--- config.mk ---
export PLATFORM = sky130hd
export DESIGN_NAME = oaa_alu
export DESIGN_NICKNAME = d
export VERILOG_FILES = /design/src/pkg/oaa_pkg.sv /design/src/verilog/oaa_ram.sv /design/src/verilog/oaa_alu.sv
export SDC_FILE = /design/constraint.sdc
export NUM_CORES = 2
export LEC_CHECK = 0
export BUFFER_PORTS_ARGS = -buffer_cell sky130_fd_sc_hd__buf_2
export CELL_PAD_IN_SITES_DETAIL_PLACEMENT = 0
export CELL_PAD_IN_SITES_GLOBAL_PLACEMENT = 2
export CORE_ASPECT_RATIO = 0.5
export CORE_UTILIZATION = 50
export DETAILED_ROUTE_END_ITERATION = 10
export PLACE_DENSITY_LB_ADDON = 0.12
export SETUP_SLACK_MARGIN = 0.1
export SYNTH_ARGS = -nofsm -noshare
export SYNTH_HDL_FRONTEND = slang
export SYNTH_HIERARCHICAL = 1
export SYNTH_SLANG_ARGS = --single-unit
--- constraint.sdc ---
create_clock -name clock -period 24.5 [get_ports clock]
set_clock_uncertainty 0.15 [all_clocks]
set_input_delay 2.45 -clock clock [delete_from_list [all_inputs] [get_ports clock]]
set_output_delay 2.45 -clock clock [all_outputs]
set_load 0.05 [all_outputs]
--- src/pkg/oaa_pkg.sv ---
// oaa_pkg: constants, commands and carriers of the operand addressing datapath
// assumes one core clock and a sequencer that hands over decoded commands
`default_nettype none
package oaa_pkg;
   localparam int unsigned RAM_DEPTH = 256;
   // special function register addresses held inside the datapath
   localparam logic [7:0] SFR_SP    = 8'h81;
   localparam logic [7:0] SFR_DPL   = 8'h82;
   localparam logic [7:0] SFR_DPH   = 8'h83;
   localparam logic [7:0] SFR_PSW   = 8'hD0;
   localparam logic [7:0] SFR_ACC   = 8'hE0;
   localparam logic [7:0] SFR_B     = 8'hF0;
   // status word bit positions
   localparam int unsigned BIT_CY    = 7;
   localparam int unsigned BIT_AC    = 6;
   localparam int unsigned BIT_RS_HI = 4;
   localparam int unsigned BIT_RS_LO = 3;
   localparam int unsigned BIT_OV    = 2;
   localparam int unsigned BIT_PAR   = 0;
   // values after reset, and the largest decimal digit
   localparam logic [7:0]  RST_BYTE  = 8'h00;
   localparam logic [7:0]  RST_SP    = 8'h07;
   localparam logic [15:0] RST_DATA_POINTER  = 16'h0000;
   localparam logic [3:0]  BCD_MAX   = 4'h9;
   typedef enum logic [19:0] {
      OP_ADD        = 20'h0_0001,
      OP_ADD_CARRY  = 20'h0_0002,
      OP_SUB_BORROW = 20'h0_0004,
      OP_INC        = 20'h0_0008,
      OP_DEC        = 20'h0_0010,
      OP_INC_PTR    = 20'h0_0020,
      OP_MUL        = 20'h0_0040,
      OP_DIV        = 20'h0_0080,
      OP_DEC_ADJ    = 20'h0_0100,
      OP_AND        = 20'h0_0200,
      OP_OR         = 20'h0_0400,
      OP_XOR        = 20'h0_0800,
      OP_CLEAR      = 20'h0_1000,
      OP_INVERT     = 20'h0_2000,
      OP_ROL        = 20'h0_4000,
      OP_ROR        = 20'h0_8000,
      OP_ROL_C      = 20'h1_0000,
      OP_ROR_C      = 20'h2_0000,
      OP_SWAP       = 20'h4_0000,
      OP_MOVE_CODE  = 20'h8_0000
   } oaa_op_t;
   typedef enum logic [5:0] {
      MODE_DIRECT    = 6'h01,
      MODE_INDIRECT  = 6'h02,
      MODE_REGISTER  = 6'h04,
      MODE_IMPLIED   = 6'h08,
      MODE_IMMEDIATE = 6'h10,
      MODE_INDEXED   = 6'h20
   } oaa_mode_t;
   typedef enum logic [3:0] {
      PTR_REG_ZERO = 4'h1,
      PTR_REG_ONE  = 4'h2,
      PTR_STACK    = 4'h4,
      PTR_DATA     = 4'h8
   } oaa_ptr_t;
   typedef enum logic [5:0] {
      LOC_NONE = 6'h01,
      LOC_RAM  = 6'h02,
      LOC_SFR  = 6'h04,
      LOC_XRAM = 6'h08,
      LOC_IMM  = 6'h10,
      LOC_CODE = 6'h20
   } oaa_loc_t;
   typedef enum logic [2:0] {
      ST_IDLE = 3'h1,
      ST_PTR  = 3'h2,
      ST_EXEC = 3'h4
   } oaa_state_t;
   typedef struct packed {
      oaa_op_t    op;
      oaa_mode_t  mode;
      oaa_ptr_t   ptr;
      logic       external;
      logic       to_byte;
      logic       src_imm;
      logic       idx_pc;
      logic [2:0] reg_num;
      logic [7:0] dir_addr;
      logic [7:0] imm;
      logic [15:0] pc;
   } oaa_cmd_t;
   typedef struct packed {
      logic        rd;
      logic [15:0] raddr;
      logic        wr;
      logic [15:0] waddr;
      logic [7:0]  wdata;
   } oaa_bus_t;
   typedef struct packed {
      logic [7:0]  acc;
      logic [7:0]  second_operand;
      logic [7:0]  program_status_word;
      logic [7:0]  stack_pointer;
      logic [15:0] data_pointer;
   } oaa_regs_t;
endpackage
`default_nettype wire

--- src/verilog/oaa_ram.sv ---
// oaa_ram: internal data RAM, one registered read port, one write port
// assumes write and read of one address in one cycle want the new data
`default_nettype none
`timescale 1ns/10ps
module oaa_ram #(
   parameter int unsigned WIDTH = 8,
   parameter int unsigned DEPTH = 256,
   localparam int unsigned AW   = $clog2(DEPTH)
) (
   input  wire logic             clock,
   input  wire logic             reset_n,
   input  wire logic [AW-1:0]    rd_addr,
   output logic      [WIDTH-1:0] rd_data,
   input  wire logic             wr_en,
   input  wire logic [AW-1:0]    wr_addr,
   input  wire logic [WIDTH-1:0] wr_data
);
   logic [WIDTH-1:0] mem [DEPTH];
   logic [WIDTH-1:0] next_rd_data;

   if (DEPTH < 2 || WIDTH < 1) begin : g_check
      $error("oaa_ram: depth or width too small");
   end

   // write-first so a write-back is seen by the very next command
   always_comb begin
      next_rd_data = (wr_en && wr_addr == rd_addr) ? wr_data : mem[rd_addr];
   end

   always_ff @(posedge clock or negedge reset_n) begin
      if (!reset_n) begin
         rd_data <= '0;
      end else begin
         rd_data <= next_rd_data;
      end
   end

   // contents are not reset, as in the real array
   always_ff @(posedge clock) begin
      if (wr_en) begin
         mem[wr_addr] <= wr_data;
      end
   end
endmodule
`default_nettype wire

--- src/verilog/oaa_alu.sv ---
// oaa_alu: operand addressing and byte arithmetic/logic datapath
// assumes the sequencer holds a command until taken and that external
// data, sfr and code memories answer a read one cycle after the request
// Contract
// - direct: 8-bit field, RAM or SFR 80h-FFh
// - indirect byte address from pointer registers or stack
// - sixteen-bit indirect address only from data pointer
// - register mode: 3-bit number from opcode
// - bank chosen by status word bits when the command is taken
// - implied register from opcode; immediate from code
// - indexed: code read at base plus accumulator
// - add, add with carry, subtract with borrow
// - increment/decrement in place in RAM or SFR; implied mode steps the accumulator
// - data pointer increments as one sixteen-bit step
// - multiply: high byte second operand, low accumulator
// - divide: quotient accumulator, remainder second operand
// - decimal adjust corrects packed BCD after add
// - bitwise and, or, xor with accumulator
// - and, or, xor into direct byte, accumulator kept
// - plain rotates by one position
// - rotates through carry form nine-bit loop
// - swap exchanges accumulator nibbles
// - arithmetic operand by direct, indirect, register, immediate
// - banks at RAM 0-31, bank and number form address
`default_nettype none
`timescale 1ns/10ps
module oaa_alu import oaa_pkg::*; #(
   parameter int unsigned RAM_WORDS = RAM_DEPTH
) (
   input  wire logic       clock,
   input  wire logic       reset_n,
   input  wire logic       cmd_valid,
   output logic            cmd_ready,
   input  wire oaa_cmd_t   cmd_in,
   output logic            cmd_done,
   output oaa_regs_t       core_regs,
   output oaa_bus_t        xram_req,
   input  wire logic [7:0] xram_rdata,
   output oaa_bus_t        sfr_req,
   input  wire logic [7:0] sfr_rdata,
   output oaa_bus_t        code_req,
   input  wire logic [7:0] code_rdata
);
   if (RAM_WORDS != RAM_DEPTH) begin : g_check
      $error("oaa_alu: indirect byte addresses need exactly 256 RAM words");
   end

   oaa_state_t  state, next_state;
   oaa_cmd_t    cmd_q, next_cmd;
   oaa_loc_t    loc, next_loc, wr_loc, next_wr_loc;
   logic [15:0] loc_addr, next_addr, wr_addr, next_wr_addr;
   logic [7:0]  wr_data, next_wr_data;
   oaa_regs_t   regs, next_regs;
   logic        next_done;
   logic        launch;
   logic        wr_byte;
   logic        cin;
   logic [7:0]  byte_val, src2, result, ram_rdata;
   logic [8:0]  sum9, adj;
   logic [4:0]  half;
   logic [15:0] prod;
   logic [1:0]  bank;

   assign bank = regs.program_status_word[BIT_RS_HI:BIT_RS_LO];

   // register n of the active bank sits in RAM 0..31
   function automatic logic [15:0] bank_reg(input logic [1:0] b, input logic [2:0] n);
      return {11'h000, b, n};
   endfunction

   always_comb begin
      next_state   = state;
      next_cmd     = cmd_q;
      next_loc     = loc;
      next_addr    = loc_addr;
      next_regs    = regs;
      next_wr_loc  = LOC_NONE;
      next_wr_addr = wr_addr;
      next_wr_data = wr_data;
      next_done    = 1'b0;
      launch       = 1'b0;
      wr_byte      = 1'b0;
      cin          = 1'b0;
      byte_val     = 8'h00;
      src2         = 8'h00;
      result       = 8'h00;
      sum9         = 9'h000;
      adj          = 9'h000;
      half         = 5'h00;
      prod         = 16'h0000;
      unique case (state)
         ST_IDLE: begin
            if (cmd_valid) begin
               launch     = 1'b1;
               next_cmd   = cmd_in;
               next_state = ST_EXEC;
               unique case (cmd_in.mode)
                  MODE_DIRECT: begin
                     next_loc  = cmd_in.dir_addr[7] ? LOC_SFR : LOC_RAM;
                     next_addr = {8'h00, cmd_in.dir_addr};
                  end
                  MODE_REGISTER: begin
                     next_loc  = LOC_RAM;
                     next_addr = bank_reg(bank, cmd_in.reg_num);
                  end
                  MODE_INDIRECT: begin
                     if (cmd_in.ptr == PTR_DATA) begin
                        next_loc  = LOC_XRAM;
                        next_addr = regs.data_pointer;
                     end else if (cmd_in.ptr == PTR_STACK) begin
                        next_loc  = cmd_in.external ? LOC_XRAM : LOC_RAM;
                        next_addr = {8'h00, regs.stack_pointer};
                     end else begin
                        // first fetch the pointer register itself
                        next_loc   = LOC_RAM;
                        next_addr  = bank_reg(bank, {2'b00, cmd_in.ptr == PTR_REG_ONE});
                        next_state = ST_PTR;
                     end
                  end
                  MODE_IMMEDIATE: begin
                     next_loc = LOC_IMM;
                  end
                  MODE_INDEXED: begin
                     next_loc  = LOC_CODE;
                     next_addr = (cmd_in.idx_pc ? cmd_in.pc : regs.data_pointer)
                                 + {8'h00, regs.acc};
                  end
                  default: begin
                     next_loc = LOC_NONE;
                  end
               endcase
            end
         end
         ST_PTR: begin
            launch     = 1'b1;
            next_loc   = cmd_q.external ? LOC_XRAM : LOC_RAM;
            next_addr  = {8'h00, ram_rdata};
            next_state = ST_EXEC;
         end
         ST_EXEC: begin
            next_state = ST_IDLE;
            next_done  = 1'b1;
            unique case (loc)
               LOC_RAM:  byte_val = ram_rdata;
               LOC_XRAM: byte_val = xram_rdata;
               LOC_IMM:  byte_val = cmd_q.imm;
               LOC_CODE: byte_val = code_rdata;
               LOC_SFR: begin
                  case (loc_addr[7:0])
                     SFR_ACC: byte_val = regs.acc;
                     SFR_B:   byte_val = regs.second_operand;
                     SFR_PSW: byte_val = regs.program_status_word;
                     SFR_SP:  byte_val = regs.stack_pointer;
                     SFR_DPL: byte_val = regs.data_pointer[7:0];
                     SFR_DPH: byte_val = regs.data_pointer[15:8];
                     default: byte_val = sfr_rdata;
                  endcase
               end
               default:  byte_val = 8'h00;
            endcase
            src2 = cmd_q.src_imm ? cmd_q.imm : regs.acc;
            cin  = regs.program_status_word[BIT_CY];
            unique case (cmd_q.op)
               OP_ADD, OP_ADD_CARRY: begin
                  if (cmd_q.op == OP_ADD) cin = 1'b0;
                  sum9 = {1'b0, regs.acc} + {1'b0, byte_val} + {8'h00, cin};
                  half = {1'b0, regs.acc[3:0]} + {1'b0, byte_val[3:0]} + {4'h0, cin};
                  next_regs.acc = sum9[7:0];
                  next_regs.program_status_word[BIT_CY] = sum9[8];
                  next_regs.program_status_word[BIT_AC] = half[4];
                  next_regs.program_status_word[BIT_OV] = (regs.acc[7] == byte_val[7])
                                                          && (sum9[7] != regs.acc[7]);
               end
               OP_SUB_BORROW: begin
                  sum9 = {1'b0, regs.acc} - {1'b0, byte_val} - {8'h00, cin};
                  half = {1'b0, regs.acc[3:0]} - {1'b0, byte_val[3:0]} - {4'h0, cin};
                  next_regs.acc = sum9[7:0];
                  next_regs.program_status_word[BIT_CY] = sum9[8];
                  next_regs.program_status_word[BIT_AC] = half[4];
                  next_regs.program_status_word[BIT_OV] = (regs.acc[7] != byte_val[7])
                                                          && (sum9[7] != regs.acc[7]);
               end
               OP_INC, OP_DEC: begin
                  if (cmd_q.mode == MODE_IMPLIED) begin
                     next_regs.acc = (cmd_q.op == OP_INC) ? regs.acc + 8'h01
                                                          : regs.acc - 8'h01;
                  end else begin
                     result  = (cmd_q.op == OP_INC) ? byte_val + 8'h01 : byte_val - 8'h01;
                     wr_byte = 1'b1;
                  end
               end
               OP_INC_PTR: next_regs.data_pointer = regs.data_pointer + 16'h0001;
               OP_MUL: begin
                  prod = {8'h00, regs.acc} * {8'h00, regs.second_operand};
                  next_regs.second_operand = prod[15:8];
                  next_regs.acc = prod[7:0];
                  next_regs.program_status_word[BIT_CY] = 1'b0;
                  next_regs.program_status_word[BIT_OV] = |prod[15:8];
               end
               OP_DIV: begin
                  // divide by zero keeps both bytes and raises overflow
                  next_regs.program_status_word[BIT_CY] = 1'b0;
                  next_regs.program_status_word[BIT_OV] = regs.second_operand == 8'h00;
                  if (regs.second_operand != 8'h00) begin
                     next_regs.acc = regs.acc / regs.second_operand;
                     next_regs.second_operand = regs.acc % regs.second_operand;
                  end
               end
               OP_DEC_ADJ: begin
                  adj = {1'b0, regs.acc};
                  if (adj[3:0] > BCD_MAX || regs.program_status_word[BIT_AC]) begin
                     adj = adj + 9'h006;
                  end
                  if (adj[7:4] > BCD_MAX || adj[8] || cin) begin
                     adj = adj + 9'h060;
                  end
                  next_regs.acc = adj[7:0];
                  // carry is only ever set here, never cleared
                  next_regs.program_status_word[BIT_CY] = cin | adj[8];
               end
               OP_AND, OP_OR, OP_XOR: begin
                  unique case (cmd_q.op)
                     OP_AND:  result = (cmd_q.to_byte ? src2 : regs.acc) & byte_val;
                     OP_OR:   result = (cmd_q.to_byte ? src2 : regs.acc) | byte_val;
                     default: result = (cmd_q.to_byte ? src2 : regs.acc) ^ byte_val;
                  endcase
                  if (cmd_q.to_byte) begin
                     wr_byte = 1'b1;
                  end else begin
                     next_regs.acc = result;
                  end
               end
               OP_CLEAR:  next_regs.acc = 8'h00;
               OP_INVERT: next_regs.acc = ~regs.acc;
               OP_ROL:    next_regs.acc = {regs.acc[6:0], regs.acc[7]};
               OP_ROR:    next_regs.acc = {regs.acc[0], regs.acc[7:1]};
               OP_ROL_C: begin
                  next_regs.acc = {regs.acc[6:0], cin};
                  next_regs.program_status_word[BIT_CY] = regs.acc[7];
               end
               OP_ROR_C: begin
                  next_regs.acc = {cin, regs.acc[7:1]};
                  next_regs.program_status_word[BIT_CY] = regs.acc[0];
               end
               OP_SWAP:      next_regs.acc = {regs.acc[3:0], regs.acc[7:4]};
               OP_MOVE_CODE: next_regs.acc = byte_val;
               default: begin
                  next_regs = regs;
               end
            endcase
            if (wr_byte) begin
               next_wr_addr = loc_addr;
               next_wr_data = result;
               if (loc == LOC_SFR) begin
                  case (loc_addr[7:0])
                     SFR_ACC: next_regs.acc = result;
                     SFR_B:   next_regs.second_operand = result;
                     SFR_PSW: next_regs.program_status_word = result;
                     SFR_SP:  next_regs.stack_pointer = result;
                     SFR_DPL: next_regs.data_pointer[7:0] = result;
                     SFR_DPH: next_regs.data_pointer[15:8] = result;
                     default: next_wr_loc = LOC_SFR;
                  endcase
               end else if (loc == LOC_RAM) begin
                  next_wr_loc = LOC_RAM;
               end
            end
            next_regs.program_status_word[BIT_PAR] = ^next_regs.acc;
         end
         default: next_state = ST_IDLE;
      endcase
   end

   always_ff @(posedge clock or negedge reset_n) begin
      if (!reset_n) begin
         state    <= ST_IDLE;
         cmd_q    <= '0;
         loc      <= LOC_NONE;
         loc_addr <= RST_DATA_POINTER;
         wr_loc   <= LOC_NONE;
         wr_addr  <= RST_DATA_POINTER;
         wr_data  <= RST_BYTE;
         cmd_done <= 1'b0;
         regs     <= '{RST_BYTE, RST_BYTE, RST_BYTE, RST_SP, RST_DATA_POINTER};
      end else begin
         state    <= next_state;
         cmd_q    <= next_cmd;
         loc      <= next_loc;
         loc_addr <= next_addr;
         wr_loc   <= next_wr_loc;
         wr_addr  <= next_wr_addr;
         wr_data  <= next_wr_data;
         cmd_done <= next_done;
         regs     <= next_regs;
      end
   end

   assign cmd_ready = state == ST_IDLE;
   assign core_regs = regs;
   assign xram_req  = '{launch && next_loc == LOC_XRAM, next_addr,
                        1'b0, wr_addr, wr_data};
   assign sfr_req   = '{launch && next_loc == LOC_SFR, next_addr,
                        wr_loc == LOC_SFR, wr_addr, wr_data};
   assign code_req  = '{launch && next_loc == LOC_CODE, next_addr, 1'b0, 16'h0000, 8'h00};

   oaa_ram #(
      .WIDTH (8),
      .DEPTH (RAM_WORDS)
   ) u_ram (
      .clock   (clock),
      .reset_n (reset_n),
      .rd_addr (next_addr[7:0]),
      .rd_data (ram_rdata),
      .wr_en   (wr_loc == LOC_RAM),
      .wr_addr (wr_addr[7:0]),
      .wr_data (wr_data)
   );

   logic exec, taken;
   assign exec  = state == ST_EXEC;
   assign taken = cmd_valid && cmd_ready;
endmodule
`default_nettype wire

* Word-level counts from Yosys, hierarchy flattened
Memory sizes are Yosys's and may differ from the RTL's. A register that Yosys moved wholly into a read port is not among the register bits. Index checks and enable logic that the tools add are counted.
Storage, ports and cells: bits in latches 0, output and inout port bits 176, memories 1, logic and storage cells 195, RAM bits 2048, ROM bits 0, input port bits 96, bits in registers 141
Memory list:
- u_ram.mem | depth 256, width 8, rd ports 1, clocked after Yosys merged registers in 1, wr ports 1, RTL line oaa_ram.sv:18 | logic [WIDTH-1:0] mem [DEPTH];
Cells by class: equal/unequal tests 57, bitwise logic cells 5, mux-type cells 70, reductions and logical operators 22, add/subtract/negate cells 16, div/mod/pow operators 2, $lt $le $gt $ge 2, multiply operators 1, shift-type cells 0
Operators by type and width (number):
- $mux W48 | 3
- $mux W8 | 15
- $pmux W8 S15 | 1
- $mux W16 | 5
- $pmux W16 S4 | 1
- $mux W9 | 6
- $eq A8 B8 Y1 const B | 6
- $pmux W8 S2 | 3
- $pmux W8 S6 | 1
- $pmux W8 S5 | 1
- $pmux W16 S2 | 1
- $pmux W6 S5 | 1
- $eq A6 B3 Y1 const B | 4
- $mux W6 | 4
- $eq A20 B1 Y1 const B | 1
- $eq A20 B10 Y1 const B | 1
- $eq A20 B11 Y1 const B | 1
- $eq A20 B12 Y1 const B | 1
- $eq A20 B13 Y1 const B | 1
- $eq A20 B14 Y1 const B | 1
- $eq A20 B15 Y1 const B | 1
- $eq A20 B16 Y1 const B | 1
- $eq A20 B17 Y1 const B | 1
- $eq A20 B18 Y1 const B | 1
- 69 further kinds | 113

* Longest topological paths before layout
depth in word-level cells 18, depth in mapped cells 60, mapped depth without buffers 57

* Cells and area by module
The synthesis kept the hierarchy.
Modules (own cells, without submodules):
- oaa_ram | area an instance 79795.3 um^2, cells each 4007, instances 1, seq. area each 61699.2 um^2
- oaa_alu | area an instance 15605.0 um^2, cells each 1915, instances 1, seq. area each 3460.8 um^2

* Worst setup path before layout
Ideal clock, no wire load.
path type reg2reg, start point reg regs (netlist bit core_regs[36]), end point reg regs (netlist bit core_regs[24]), period minus slack after synthesis 12.530 ns, slack 11.970 ns, path buffers 3, stages on the path, launching flop included 54, data required time 24.227 ns, arrival time 12.258 ns, path through dfrtp_1 -> clkbuf_1 -> or4_1 -> nor4_1 -> a21oi_1 -> a21oi_1 -> ha_1 -> o21a_1 -> o21ai_0 -> mux2_2 -> ha_1 -> o21a_1 -> o211ai_1 -> mux2_2 -> ha_1 -> o21a_1 -> o211a_1 -> nor2_1 -> [18 not listed] -> o21ai_0 -> clkbuf_1 -> o21ai_0 -> inv_1 -> fa_1 -> nor2b_1 -> o21ai_0 -> nand2b_1 -> nor4_1 -> o21ai_1 -> or2b_2 -> o2111ai_1 -> or3_1 -> o21ai_2 -> xor2_2 -> xnor3_1 -> xnor2_1 -> o21ai_1
On the way: longest elaborated chain between the ends 12, elaborated cells on any way between the ends 27, those cells by class add/sub: 6; mul: 1; div: 1; mux: 14; bitwise: 3; reduce/logical: 2
Ends and longest elaborated chain:
- start, declared | RTL line oaa_alu.sv:53 | oaa_regs_t regs, next_regs;
- start signal, assigned | RTL line oaa_alu.sv:284 | regs <= '{RST_BYTE, RST_BYTE, RST_BYTE, RST_SP, RST_DATA_POINTER};
- start signal, assigned | RTL line oaa_alu.sv:294 | regs <= next_regs;
- branches (longest 9 deep; another with $div A8 B8 Y8)
- $mux W48 (*) | RTL line oaa_alu.sv:251 | if (wr_byte) begin
- $mux W48 (*) | RTL line oaa_alu.sv:91 | unique case (state)
- $reduce_xor A8 Y1 (*) | RTL line oaa_alu.sv:268 | next_regs.program_status_word[BIT_PAR] = ^next_regs.acc;
Mark *: on every way between the ends. The select of a mux whose other input is x is not followed. A chain may end at the register's enable or synchronous reset.

* Final worst setup path
start point reg regs (netlist bit core_regs[37]), end point reg regs (netlist bit core_regs[24])
Same word-level chain as after synthesis.

==> implementation parameters <==
Parameter                              Value

Run status
  Run status    completed

Timing
  Final total negative setup slack    0 ns
  Final hold vios    0
  Post-route minimum period    between 10 and 15 ns
  Fin crit share    between 50% and 60%
  FMAX    slightly below 70 MHz
  Final setup violation count    0
  Setup slack after layout    about 10 ns
  Setup repair after global routing missed its margin    no
  Measured slew at the worst slew-check pin    around 1.4 ns
  Slew Limit Fails    0
  Min Hold Slack    roughly 0.34 ns
  Remaining max-slew budget at the tightest pin    under 10%

Clock network
  Clock slew at reported path FFs    0.08 ns
  Cts-stage hold buffer count    0
  Deepest level of the CTS H-tree    4
  TritonCTS clock tree    yes
  Cts repair resizes    0
  Clock Sinks    about 2200
  Post-CTS Setup Bufs    0
  Buffer type at the clock tree root    clkbuf_16
  Number of buffers added by the clock tree synthesis step    197
  Clock tree buffer depth    4
  Worst skew pair latency    just under 0.9 ns

Logic synthesis
  Mean post-synth cell area    around 16 um^2
  Dominant synthesized flop cell    edfxtp_1
  Fraction of synthesized cell area taken by the top area cell type    around 64%
  Proportion of register bits with asynchronous set or reset after synthesis    around 6.7%
  Post-synthesis cell type with the largest combined area    edfxtp_1
  Top cells by area, synth    edfxtp_1 (64%), mux4_2 (8.3%), dfrtp_1 (3.7%)
  Distinct cells, synth    98
  Cell area after technology mapping    around 95000 um^2
  Number of enable flip-flop cells after synthesis    between 2000 and 2500
  Sequential area share after synthesis    between 60% and 70%
  Number of register bits inferred by synthesis    2194
  Gate count of the mapped netlist    a little under 6000
  Warning count from the yosys run    6

Power
  Internal power component    about 6.3 mW
  Areal power density over the cells    about 83 nW/um^2
  Share of total power in sequential cells    47.1%
  Final total power    8.768 mW
  Relative contribution of the clock network to total power    35.4%
  VDD IR max    between 0.05 and 0.06 mV
  Share of total power in combinational logic    between 10% and 20%
  Switching power    about 2.4 mW
  Standby leakage power    approximately 29 nW
  Switching fraction of total power    27.83%

Placement
  Cell area after placement    ~99000 um^2
  Global placer's final weighted congestion    roughly 0.95
  Total half-perimeter wirelength after legalization and detailed placement    around 190000 um
  Placement-stage worst setup slack    10.14 ns
  Port Buffer Count    between 200 and 250

Layout
  Number of fill cells    14730
  Commonest cells after routing, fill and taps aside    edfxtp_1 (2048), nor2_1 (436), mux4_2 (350)
  Nets@finish    between 6000 and 7000
  Fraction of layout cells with a size suffix above 1    approximately 19%
  Area of combinational cells with multiple inputs    roughly 28000 um^2
  Area overhead of the layout relative to synthesis    10.11%
  Post-layout instance area    105000 um^2
  Most frequent standard cell in the layout excluding fill and tap cells    edfxtp_1
  Reg area    65190 um^2

Floorplanning
  Core box area    around 190000 um^2
  Total I/O pin count    272
  Area of the die    between 150000 and 200000 um^2
  Y dimension of the die    310.9 um
  Die X    around 620 um
  Starting density of the core    about 51%
  Standard-cell rows    112

Global route
  Sum of overflow across all layers after global routing    0
  Overall routing resource usage    29.17%
  Global-route wire length before repair    403900 um
  Initial antenna violation count    8
  Maximum number of pins on one net before global-route repair    around 170
  Number of global-route vias before repair    about 55000

Detailed routing
  Remaining antenna violation count    0
  Routed length per placed instance    around 32 um
  Number of DRC markers after the initial detailed-route iteration    roughly 6300
  Detailed-route via count    approximately 56000
  Drt drc    0
  Ratio of routed vias to standard cells    around 6.4
  Drt pass-1 iters    9
  Final routed wirelength across all metal layers    about 280000 um

Worst setup path
  Classification of the worst setup path    flip-flop to flip-flop
  CP Launch Type    flip-flop
  Required time at the worst-slack endpoint    around 25 ns
  Cell with the biggest individual delay on the critical path    o21ai_0
  Worst stage delay on the critical path    0.91 ns
  Nature of the critical path endpoint    flip-flop
  Arr. time, crit path    ~15 ns
  Maximum fanout count along the critical path    12
  Logic depth of the worst register-to-register path    between 50 and 60

Hold path
  Number of instances on the worst hold path    2
  Hold crit path type    flip-flop to flip-flop

Flow run
  Total of max-cap violations    0
-- sequential cells by signal, indices dropped and copies added (netlist names) --
name           flops
loc_addr          16
wr_data            8
wr_addr           16
loc                6
u_ram/mem       2048
cmd_q             37
state              3
cmd_done           1
core_regs         48
wr_loc             3
u_ram/rd_data      8
-- per-stage QoR --
stage,utilization (%),instances
final,55.86,8736
after floorplan,-,5947
after global placement,52.52,8386
after global routing,55.86,8734
after detailed placement,52.52,8386
after CTS,55.86,8734
-- synth_stat cells, drive strengths merged (88+ instances only) --
cell type and count:
mux4 350, ha 137, o22ai 88, o21ai 181, mux2i 328, clkbuf 206
inv 115, nor2 442, nand2 333, a21oi 185, edfxtp 2048, dfrtp 140
buf 220, a22oi 132
-- final timing paths --
path / end / slack, ns / startpoint
max: core_regs[24] / 10.05 / core_regs[37]
min: cmd_q[43] / 0.34 / cmd_q[43]
max reg2reg: core_regs[24] / 10.05 / core_regs[37]
min reg2reg: cmd_q[43] / 0.34 / cmd_q[43]
max in group asynchronous: wr_data[7] / 21.53 / reset_n
min in group asynchronous: core_regs[30] / 1.40 / reset_n
-- metal layers --
metal  vias up  routed length [um]  part of all wire, %  GRT usage (%)
met2      2659              131900                   47          45.50
met3       450               24830                  8.8          5.465
met4         2                9120                  3.2          8.732
met5         -                  13               0.0046              0
li1      23660                   -                    -              -
met1     29270              117000                   41          41.99
-- cells by family (layout without fill, tap and decap cells) --
logic type | after synthesis | after routing | synth area share (%)
flops | 2194 | 2194 | 68.30
compound gates | 959 | 959 | 6.802
fa+ha+maj | 181 | 181 | 2.720
xor+xnor | 88 | 88 | 0.8381
other cells | 1 | 28 | 0.003931
mux | 758 | 758 | 12.65
buf+inv | 550 | 829 | 2.872
simple gates | 1191 | 1191 | 5.814
-- cell type report --
type                    instances  share of cell area, %
flip-flops and latches       2194                  62.06
clock buffers                 237                  4.895
diodes                          2               0.004764
clock inverters               111                  1.080
inverters                     123                 0.4395
repair buffers                358                  2.088
multi-input cells            3203                  26.45
well taps                    2508                  2.987
-- power by group through the flow --
stage	logic, mW	registers (mW)	clock network [mW]
after floorplan	1.04	4.22	0
after detailed placement	1.53	4.21	0
final	1.54	4.13	3.10
after global routing	1.67	4.13	3.29
after global placement	1.53	4.20	0
after CTS	1.54	4.13	3.15
-- worst max-delay path: cells and delay by family, from the launching register on --
kind	cells	cell delay, ns
AOI/OAI and AO/OA	27	6.56
adders and majority gates	7	2.41
muxes	3	1.23
buffers and inverters	3	0.50
xor gates and xnor gates	3	0.71
and+or+nand+nor	9	2.20
DFF	1	0.55
Power figures use the tool's default switching activity.
